===== src/hw/pfs_regs.svh =====
// Purpose: Offsets, field positions, reset values and constants of the CPU frequency selector.
// Assumes: Byte-wide registers reached by their serial-bus command offsets.
// Notes: Frequencies are carried in tenths of a MHz.
`ifndef PFS_REGS_SVH
`define PFS_REGS_SVH

// ==========================================================================
// Register offsets
`define PFS_OFF_N_VALUE 8'h0d
`define PFS_OFF_M_VALUE 8'h0e
`define PFS_OFF_RSVD_A 8'h0f
`define PFS_OFF_RSVD_B 8'h10
`define PFS_OFF_RSVD_C 8'h11
`define PFS_OFF_SEL_CTRL 8'h12
`define PFS_OFF_STATUS 8'h13

// ==========================================================================
// Field positions
`define PFS_M_ENABLE_BIT 7
`define PFS_SEL_OVERRIDE_BIT 5
`define PFS_STATUS_VALID_BIT 7
`define PFS_STATUS_CUSTOM_BIT 6

// ==========================================================================
// Reset values
`define PFS_RST_N_VALUE 8'h00
`define PFS_RST_M_VALUE 8'h00
`define PFS_RST_RSVD_A 8'h03
`define PFS_RST_RSVD_B 8'h00
`define PFS_RST_RSVD_C 8'h00
`define PFS_RST_SEL_CTRL 8'h00

// ==========================================================================
// Frequency limits of the programmable path and the gear constant (x 1e5).
`define PFS_CPU_MIN_TENTHS 12'h1f4
`define PFS_CPU_MAX_TENTHS 12'h9b0
`define PFS_GEAR_CONST 23'h4940e5

`endif


===== src/hw/pfs_pkg.sv =====
// Purpose: Types shared by the CPU frequency selector files.
// Assumes: Nothing beyond the register header.
// Notes: Holds types only; numbers live in the header.
package pfs_pkg;

    // ======================================================================
    // Strap capture sequence, one-hot.
    typedef enum logic [1:0] {
        PFS_STRAP_WAIT = 2'b01,
        PFS_STRAP_RUN = 2'b10
    } pfs_strap_state_t;

    // Origin of the active frequency code.
    typedef enum logic [1:0] {
        PFS_SRC_STRAP = 2'b01,
        PFS_SRC_SOFT = 2'b10
    } pfs_code_src_t;

endpackage


===== src/hw/pfs_freq_select.sv =====
// Purpose: Register file and code selection for the programmable CPU clock synthesizer.
// Assumes: The serial-bus protocol engine hands over decoded byte reads and writes.
// Notes: Strap pins are sampled once, in the first cycle after reset is released.
//
// Overview of operation
// RL1: Enable set: CPU frequency from N and M.
// RL2: Writing M starts frequency load immediately.
// RL3: Override clear: ratio from latched strap code.
// RL4: Override set: ratio from software code.
// RL5: Programmable CPU range is 50 to 248 MHz.
// RL6: Enable is M bit 7, resets disabled.
// RL7: Software writes ones to reserved low bits.
// RL8: Fixed table decodes code to output frequencies.
// RL9: Codes 10000..10010 reserved, define no frequency.
// RL10: Software writes N and M together.
// RL11: Enable clear: frequency from strap or software.
// RL12: N register resets zero, fully read/write.
`timescale 1ns/10ps
`include "pfs_regs.svh"
module pfs_freq_select
    import pfs_pkg::*;
(
    input wire logic clk,
    input wire logic rst_n,
    input wire logic [4:0] strapFrequencyCode,
    input wire logic [7:0] regAddr,
    input wire logic regWrEn,
    input wire logic [7:0] regWrData,
    input wire logic regRdEn,
    output logic [7:0] regRdData,
    output logic regRdValid,
    output logic [7:0] cpuDividerNValue,
    output logic [6:0] cpuDividerMValue,
    output logic customFreqEnable,
    output logic freqLoadPulse,
    output logic [4:0] activeCode,
    output logic softSourceActive,
    output logic [11:0] cpuFreqTenths,
    output logic [11:0] midRateClockGroupTenths,
    output logic [11:0] pciFreqTenths,
    output logic tableValid,
    output logic [22:0] gearConstant
);

    // ======================================================================
    // Register state
    logic [7:0] nValue_reg;
    logic [7:0] nValue_next;
    logic [7:0] mValue_reg;
    logic [7:0] mValue_next;
    logic [7:0] rsvdA_reg;
    logic [7:0] rsvdA_next;
    logic [7:0] rsvdB_reg;
    logic [7:0] rsvdB_next;
    logic [7:0] rsvdC_reg;
    logic [7:0] rsvdC_next;
    logic [7:0] selCtrl_reg;
    logic [7:0] selCtrl_next;
    logic [7:0] rdData_reg;
    logic [7:0] rdData_next;
    logic rdValid_reg;
    logic rdValid_next;
    logic load_reg;
    logic load_next;
    logic wrN;
    logic wrM;

    // Strap and code selection state.
    pfs_strap_state_t strapState_reg;
    pfs_strap_state_t strapState_next;
    logic [4:0] strapLatched_reg;
    logic [4:0] strapLatched_next;
    logic [4:0] code_reg;
    logic [4:0] code_next;
    pfs_code_src_t src_reg;
    pfs_code_src_t src_next;

    // Frequency table output.
    logic romValid;

    // ======================================================================
    // Helpers
    function automatic logic isReservedCode(input logic [4:0] c);
        isReservedCode = (c == 5'h10) || (c == 5'h11) || (c == 5'h12);
    endfunction

    function automatic logic hit(input logic [7:0] a, input logic [7:0] off);
        hit = (a == off);
    endfunction

    assign wrN = regWrEn && hit(regAddr, `PFS_OFF_N_VALUE);
    assign wrM = regWrEn && hit(regAddr, `PFS_OFF_M_VALUE);

    // ======================================================================
    // Register writes. Every writable byte but the select control (top two bits cleared) is stored whole;
    // reserved bytes keep what is written so a read-back shows software honoured the fixed pattern.
    always_comb begin
        nValue_next = nValue_reg;
        mValue_next = mValue_reg;
        rsvdA_next = rsvdA_reg;
        rsvdB_next = rsvdB_reg;
        rsvdC_next = rsvdC_reg;
        selCtrl_next = selCtrl_reg;
        if (wrN) begin
            nValue_next = regWrData; // RL12
        end
        if (wrM) begin
            mValue_next = regWrData; // RL6
        end
        if (regWrEn && hit(regAddr, `PFS_OFF_RSVD_A)) begin
            rsvdA_next = regWrData; // RL7
        end
        if (regWrEn && hit(regAddr, `PFS_OFF_RSVD_B)) begin
            rsvdB_next = regWrData;
        end
        if (regWrEn && hit(regAddr, `PFS_OFF_RSVD_C)) begin
            rsvdC_next = regWrData;
        end
        if (regWrEn && hit(regAddr, `PFS_OFF_SEL_CTRL)) begin
            selCtrl_next = {2'b00, regWrData[5:0]};
        end
    end

    // Only the M byte triggers a load; software writes N first, M last.
    always_comb begin
        load_next = wrM; // RL2 RL10
    end

    always_ff @(posedge clk) begin
        if (!rst_n) begin
            nValue_reg <= `PFS_RST_N_VALUE; // RL12
            mValue_reg <= `PFS_RST_M_VALUE; // RL6
            rsvdA_reg <= `PFS_RST_RSVD_A; // RL7
            rsvdB_reg <= `PFS_RST_RSVD_B;
            rsvdC_reg <= `PFS_RST_RSVD_C;
            selCtrl_reg <= `PFS_RST_SEL_CTRL;
            load_reg <= 1'b0;
        end else begin
            nValue_reg <= nValue_next;
            mValue_reg <= mValue_next;
            rsvdA_reg <= rsvdA_next;
            rsvdB_reg <= rsvdB_next;
            rsvdC_reg <= rsvdC_next;
            selCtrl_reg <= selCtrl_next;
            load_reg <= load_next;
        end
    end

    // ======================================================================
    // Register reads: one cycle latency, unmapped offsets read as zero.
    always_comb begin
        rdValid_next = regRdEn;
        rdData_next = rdData_reg;
        if (regRdEn) begin
            unique case (regAddr)
                `PFS_OFF_N_VALUE: rdData_next = nValue_reg;
                `PFS_OFF_M_VALUE: rdData_next = mValue_reg;
                `PFS_OFF_RSVD_A: rdData_next = rsvdA_reg;
                `PFS_OFF_RSVD_B: rdData_next = rsvdB_reg;
                `PFS_OFF_RSVD_C: rdData_next = rsvdC_reg;
                `PFS_OFF_SEL_CTRL: rdData_next = selCtrl_reg;
                `PFS_OFF_STATUS: rdData_next = {romValid, mValue_reg[`PFS_M_ENABLE_BIT],
                                                 1'b0, strapLatched_reg};
                default: rdData_next = 8'h00;
            endcase
        end
    end

    always_ff @(posedge clk) begin
        if (!rst_n) begin
            rdData_reg <= 8'h00;
            rdValid_reg <= 1'b0;
        end else begin
            rdData_reg <= rdData_next;
            rdValid_reg <= rdValid_next;
        end
    end

    // ======================================================================
    // Strap capture. The pins are taken after reset is gone rather than
    // under it, so reset only ever loads constants.
    always_comb begin
        strapState_next = strapState_reg;
        strapLatched_next = strapLatched_reg;
        unique case (strapState_reg)
            PFS_STRAP_WAIT: begin
                strapLatched_next = strapFrequencyCode;
                strapState_next = PFS_STRAP_RUN;
            end
            PFS_STRAP_RUN: begin
                strapState_next = PFS_STRAP_RUN;
            end
            default: begin
                strapState_next = PFS_STRAP_WAIT;
            end
        endcase
    end

    // Code source: strap latch unless the override bit picks software bits.
    // Reserved codes pass through; the table then reports no valid entry.
    always_comb begin
        if (selCtrl_reg[`PFS_SEL_OVERRIDE_BIT]) begin
            code_next = selCtrl_reg[4:0]; // RL4 RL11
            src_next = PFS_SRC_SOFT;
        end else begin
            code_next = strapLatched_next; // RL3 RL11
            src_next = PFS_SRC_STRAP;
        end
    end

    always_ff @(posedge clk) begin
        if (!rst_n) begin
            strapState_reg <= PFS_STRAP_WAIT;
            strapLatched_reg <= 5'h00;
            code_reg <= 5'h00;
            src_reg <= PFS_SRC_STRAP;
        end else begin
            strapState_reg <= strapState_next;
            strapLatched_reg <= strapLatched_next;
            code_reg <= code_next;
            src_reg <= src_next;
        end
    end

    // ======================================================================
    // Decode table; it also sets ratio and gear constant in custom mode.
    pfs_freq_rom u_rom (
        .clk(clk),
        .rst_n(rst_n),
        .code(code_reg), // RL8
        .cpuTenths(cpuFreqTenths),
        .midTenths(midRateClockGroupTenths),
        .pciTenths(pciFreqTenths),
        .entryValid(romValid) // RL9
    );

    // ======================================================================
    // Outputs. In custom mode the PLL takes N and M; the table result still
    // fixes the ratio of the slower groups.
    assign cpuDividerNValue = nValue_reg; // RL1
    assign cpuDividerMValue = mValue_reg[6:0]; // RL1
    assign customFreqEnable = mValue_reg[`PFS_M_ENABLE_BIT]; // RL1 RL6
    assign freqLoadPulse = load_reg; // RL2
    assign activeCode = code_reg;
    assign softSourceActive = (src_reg == PFS_SRC_SOFT);
    assign tableValid = romValid;
    assign gearConstant = romValid ? `PFS_GEAR_CONST : 23'h0; // RL8
    assign regRdData = rdData_reg;
    assign regRdValid = rdValid_reg;
endmodule


===== src/hw/pfs_freq_rom.sv =====
// Purpose: Fixed decode table from 5-bit frequency code to output frequencies.
// Assumes: Code is stable for one clock before the result is used.
// Notes: Results come out of registers, one cycle after the code.
`timescale 1ns/10ps
module pfs_freq_rom
    import pfs_pkg::*;
(
    input wire logic clk,
    input wire logic rst_n,
    input wire logic [4:0] code,
    output logic [11:0] cpuTenths,
    output logic [11:0] midTenths,
    output logic [11:0] pciTenths,
    output logic entryValid
);

    logic [36:0] entryNext;
    logic [36:0] entry_reg;

    // ======================================================================
    // Table: {valid, cpu, mid, pci}; reserved codes give an invalid entry.
    function automatic logic [36:0] lookup(input logic [4:0] c);
        unique case (c)
            5'h00: lookup = {1'b1, 12'd1560, 12'd780, 12'd390};
            5'h01: lookup = {1'b1, 12'd1540, 12'd770, 12'd385};
            5'h02: lookup = {1'b1, 12'd1520, 12'd760, 12'd380};
            5'h03: lookup = {1'b1, 12'd1470, 12'd735, 12'd368};
            5'h04: lookup = {1'b1, 12'd1440, 12'd720, 12'd360};
            5'h05: lookup = {1'b1, 12'd1420, 12'd710, 12'd355};
            5'h06: lookup = {1'b1, 12'd1380, 12'd690, 12'd345};
            5'h07: lookup = {1'b1, 12'd1360, 12'd680, 12'd340};
            5'h08: lookup = {1'b1, 12'd1240, 12'd620, 12'd310};
            5'h09: lookup = {1'b1, 12'd1220, 12'd610, 12'd305};
            5'h0a: lookup = {1'b1, 12'd1170, 12'd780, 12'd390};
            5'h0b: lookup = {1'b1, 12'd1150, 12'd767, 12'd383};
            5'h0c: lookup = {1'b1, 12'd1130, 12'd753, 12'd377};
            5'h0d: lookup = {1'b1, 12'd1080, 12'd720, 12'd360};
            5'h0e: lookup = {1'b1, 12'd1050, 12'd700, 12'd350};
            5'h0f: lookup = {1'b1, 12'd1020, 12'd680, 12'd340};
            5'h10, 5'h11, 5'h12: lookup = 37'h0;
            5'h13: lookup = {1'b1, 12'd2000, 12'd666, 12'd333};
            5'h14: lookup = {1'b1, 12'd1900, 12'd760, 12'd380};
            5'h15: lookup = {1'b1, 12'd1800, 12'd720, 12'd360};
            5'h16: lookup = {1'b1, 12'd1700, 12'd680, 12'd340};
            5'h17: lookup = {1'b1, 12'd1500, 12'd750, 12'd375};
            5'h18: lookup = {1'b1, 12'd1400, 12'd700, 12'd350};
            5'h19: lookup = {1'b1, 12'd1200, 12'd600, 12'd300};
            5'h1a: lookup = {1'b1, 12'd1100, 12'd733, 12'd333};
            5'h1b: lookup = {1'b1, 12'd666, 12'd666, 12'd333};
            5'h1c: lookup = {1'b1, 12'd2000, 12'd666, 12'd333};
            5'h1d: lookup = {1'b1, 12'd1666, 12'd666, 12'd333};
            5'h1e: lookup = {1'b1, 12'd1000, 12'd666, 12'd333};
            5'h1f: lookup = {1'b1, 12'd1333, 12'd666, 12'd333};
        endcase
    endfunction

    // Registered read so the result never glitches while the code moves.
    always_comb begin
        entryNext = lookup(code);
    end

    always_ff @(posedge clk) begin
        if (!rst_n) begin
            entry_reg <= 37'h0;
        end else begin
            entry_reg <= entryNext;
        end
    end

    assign entryValid = entry_reg[36];
    assign cpuTenths = entry_reg[35:24];
    assign midTenths = entry_reg[23:12];
    assign pciTenths = entry_reg[11:0];

endmodule


===== config.mk =====
export PLATFORM = sky130hd
export DESIGN_NAME = pfs_freq_select
export DESIGN_NICKNAME = d
export VERILOG_FILES = /design/src/hw/pfs_pkg.sv /design/src/hw/pfs_freq_select.sv /design/src/hw/pfs_freq_rom.sv
export VERILOG_INCLUDE_DIRS = /design/src /design/src/hw
export SDC_FILE = /design/constraint.sdc
export NUM_CORES = 1
export LEC_CHECK = 0
export ABC_CLOCK_PERIOD_IN_PS = 4200
export BUFFER_PORTS_ARGS = -buffer_cell sky130_fd_sc_hd__buf_4
export CORE_ASPECT_RATIO = 1.4
export CORE_MARGIN = 8
export CORE_UTILIZATION = 30
export DETAILED_ROUTE_END_ITERATION = 10
export GPL_TIMING_DRIVEN = 0
export SKIP_LAST_GASP = 1
export SLEW_MARGIN = 0
export SYNTH_ARGS = -nofsm -noshare
export SYNTH_HDL_FRONTEND = slang
export SYNTH_SLANG_ARGS = --single-unit

===== constraint.sdc =====
create_clock -name clk -period 4.2 [get_ports clk]
set_clock_uncertainty 0.2 [all_clocks]
set_input_delay 0.84 -clock clk [delete_from_list [all_inputs] [get_ports clk]]
set_output_delay 0.84 -clock clk [all_outputs]
set_load 0.03 [all_outputs]

==> out/qor.csv <==
stage,metric,value,unit
cts,h-tree-depth,3,
timing,tns,0,ps
timing,hold_viol,0,
routing,vias_per_cell,5.011,
final_layout,largest_reg_flops,27,
logic_synthesis,netlist_area,4850,µm²
place,gp_congestion,0.9217,
cts,numCtsBuffers,9,
global_routing,grt_pass1_wl,25070,µm
setup_path,critPathSlowestCell,ha_1,
routing,routed_wl,16100,µm
timing,fin_ws,1278,ps
place,port-buffer-count,95,
routing,drt-initial-drc-count,396,
routing,ant_nets,0,
logic_synthesis,avgSynthCellArea,8.866,µm²
power_and_ir_drop,total_power,0.003235,W
logic_synthesis,synth_top_area_share,40.04,%
logic_synthesis,synth_edf_count,0,
floorplanning,core_area,15970,µm²
global_routing,grt_usage,15.69,%
run,max-cap-violations,0,
logic_synthesis,synth-main-ff-cell,dfxtp_1,
final_layout,n_antenna_cell,0,
setup_path,critPathKind,register to register,
setup_path,path_cells,"clkbuf_1, inv_1, ha_1, mux2i_1, mux4_2, and2_1",
setup_path,crit_buf_inv,2,
place,dp_hpwl,12290,µm
routing,drc,0,
power_and_ir_drop,power.density,522.9,nW/µm²
logic_synthesis,synth_seq_cells,97,
floorplanning,dieArea,20550,µm²
timing,rsz0062_at_grt,no,
logic_synthesis,synth_top_family_by_area,compound AO/OA/AOI/OAI gates,
logic_synthesis,synth_compound_area_share,15.79,%
worst_hold_path,hold_class,register to register,
routing,first_pass_iters,5,
timing,period_minus_slack,2922,ps
run_status,outcome,"finished, final reports clean",
final_layout,layout-drive-gt1-share,25.26,%
final_layout,fill_cells,1707,
setup_path,cp_data_required_time,4240,ps
cts,cts_buffer_depth,2,
timing,fin_crit_sh,69.57,%
power_and_ir_drop,ir_worst_vdd,0.2499,mV
timing,max_freq,342.2,MHz
logic_synthesis,synth.distinct_cells,58,
logic_synthesis,synth.area.top_cells,"dfxtp_1, mux2i_1, nor2_1, buf_4, ha_1",
global_routing,antenna_found_initial,0,
global_routing,grt_remaining_overflow,0,
setup_path,arrival,2960,ps
timing,maxSlewViolCount,0,
cts,clockRootBuffer,clkbuf_16,
timing,max_slew.worst_pin.slew,942.0,ps
setup_path,critPathMaxFanout,10,
logic_synthesis,synthTopCellsByCount,"dfxtp_1, nor2_1, mux2i_1, buf_4, clkbuf_1",
logic_synthesis,yosysTopAreaCell,dfxtp_1,
final_layout,multi_input_area,2509,µm²
floorplanning,initial_core_util,30.38,%
global_routing,grt_pass1_vias,4389,
routing,post_drt_wl_per_cell,18.38,µm
setup_path,critPathLaunchType,register,
final_layout,final_nets,708,
floorplanning,die_w,123.5,µm
routing,num_vias,4390,
timing,setup_viol,0,
place,pre_cts_ws,1129,ps
final_layout,syn_to_final_growth,27.58,%
logic_synthesis,synthAdderAreaFrac,2.838,%
logic_synthesis,synthArstFlopShare,0,%
setup_path,end_kind,register,
floorplanning,io_pins,117,
logic_synthesis,synthXorXnorAreaFrac,0.3612,%
setup_path,slowest_delay,580,ps
logic_synthesis,synth_warnings,0,
timing,slew_headroom,36.62,%
cts,cts.sinks,97,
cts,hold_buffers,0,
cts,cts_resized,0,
cts,cts_tree,yes,
final_layout,seqCellArea,1942,µm²
cts,path_clk_slew,70,ps
setup_path,path_delay_family,buffers and inverters,
logic_synthesis,yosys.area_share.simple,15.74,%
logic_synthesis,synthCells,547,
floorplanning,die_height,166.4,µm
power_and_ir_drop,p_leak,2.974,nW
logic_synthesis,ys_seq_area_share,40.04,%
floorplanning,num_rows,55,
logic_synthesis,yosysMostFrequentCell,dfxtp_1,
cts,postCtsSetupRepairBufs,0,
global_routing,grt_max_degree,18,
cts,clkLatencyLatePin,340,ps
logic_synthesis,synthMuxAreaShare,15.45,%
[metrics by stage]
stage               hold WS [ps]  cells  cell area, µm²  util, %
finish                     281.1    876            6187    38.75
global route               309.1    876            6187    38.75
CTS                        286.1    876            6187    38.75
detailed placement         266.5    860            5883    36.85
global placement           256.0    860            5883    36.85
floorplan                  238.8    566            4921        -
[report_power, final]
part           internal (W)  switching [W]  leakage, nW
Sequential          0.00104      0.0000670        0.791
Combinational      0.000477       0.000809         2.05
Clock              0.000466       0.000379        0.138
[cell usage in the layout (no fill, tap or decap), types with 6 or more instances in the layout]
cell | netlist | final
clkbuf_16 | 0 | 9
mux2i_1 | 58 | 58
clkbuf_1 | 28 | 28
nand2_1 | 27 | 27
o211ai_1 | 6 | 6
a21oi_1 | 26 | 26
ha_1 | 11 | 11
buf_4 | 33 | 128
o21ai_0 | 23 | 23
buf_2 | 6 | 6
nor2b_1 | 7 | 7
nor2_1 | 88 | 88
dfxtp_1 | 97 | 97
inv_1 | 14 | 14
conb_1 | 1 | 20
a22o_1 | 11 | 11
a22oi_1 | 9 | 9
nand3_1 | 9 | 9
a211oi_1 | 6 | 6
mux2_2 | 7 | 7
and2_1 | 6 | 6
[worst register-to-register path: stages (launching register included)]
cell,delay [ps]
dfxtp_1,480
clkbuf_1,460
inv_1,290
ha_1,580
mux2i_1,130
mux4_2,510
and2_1,170
[cells by family after synthesis]
kind of cell,Yosys count
other cells,1
flops,97
simple gates,165
fa+ha+maj,11
xor+xnor,2
buf+inv,88
compound gates,114
mux,69
[routing by layer]
metal / wire [µm] / GRT usage, % / up-vias
met4: 669 / 9.301 / 0
met5: 0 / 0 / -
met3: 998 / 2.640 / 44
met1: 6264 / 17.62 / 2046
li1: - / - / 2113
met2: 8167 / 26.86 / 187
[worst paths after layout]
kind / startpoint / cells after the start / to / slack [ps]
worst max-delay path: activeCode[0]$_SDFF_PN0_ / 6 / u_rom.entry_reg[14]$_SDFF_PN0_ / 1280
worst min-delay path: rsvdA_reg[1]$_SDFFE_PN1P_ / 2 / rsvdA_reg[1]$_SDFFE_PN1P_ / 280
worst max register to register: activeCode[0]$_SDFF_PN0_ / 6 / u_rom.entry_reg[14]$_SDFF_PN0_ / 1280
worst min register to register: rsvdA_reg[1]$_SDFFE_PN1P_ / 2 / rsvdA_reg[1]$_SDFFE_PN1P_ / 280
[final cells by class]
class | instances | share of cell area (%)
timing repair buffer | 95 | 11.53
sequential | 97 | 31.39
buffer | 72 | 6.633
inverter | 16 | 0.9707
clock inverter | 7 | 1.274
tap | 199 | 4.024
multi-input combinational | 381 | 40.55
clock buffer | 9 | 3.640
Note: power is estimated with default switching activity, not from simulation.
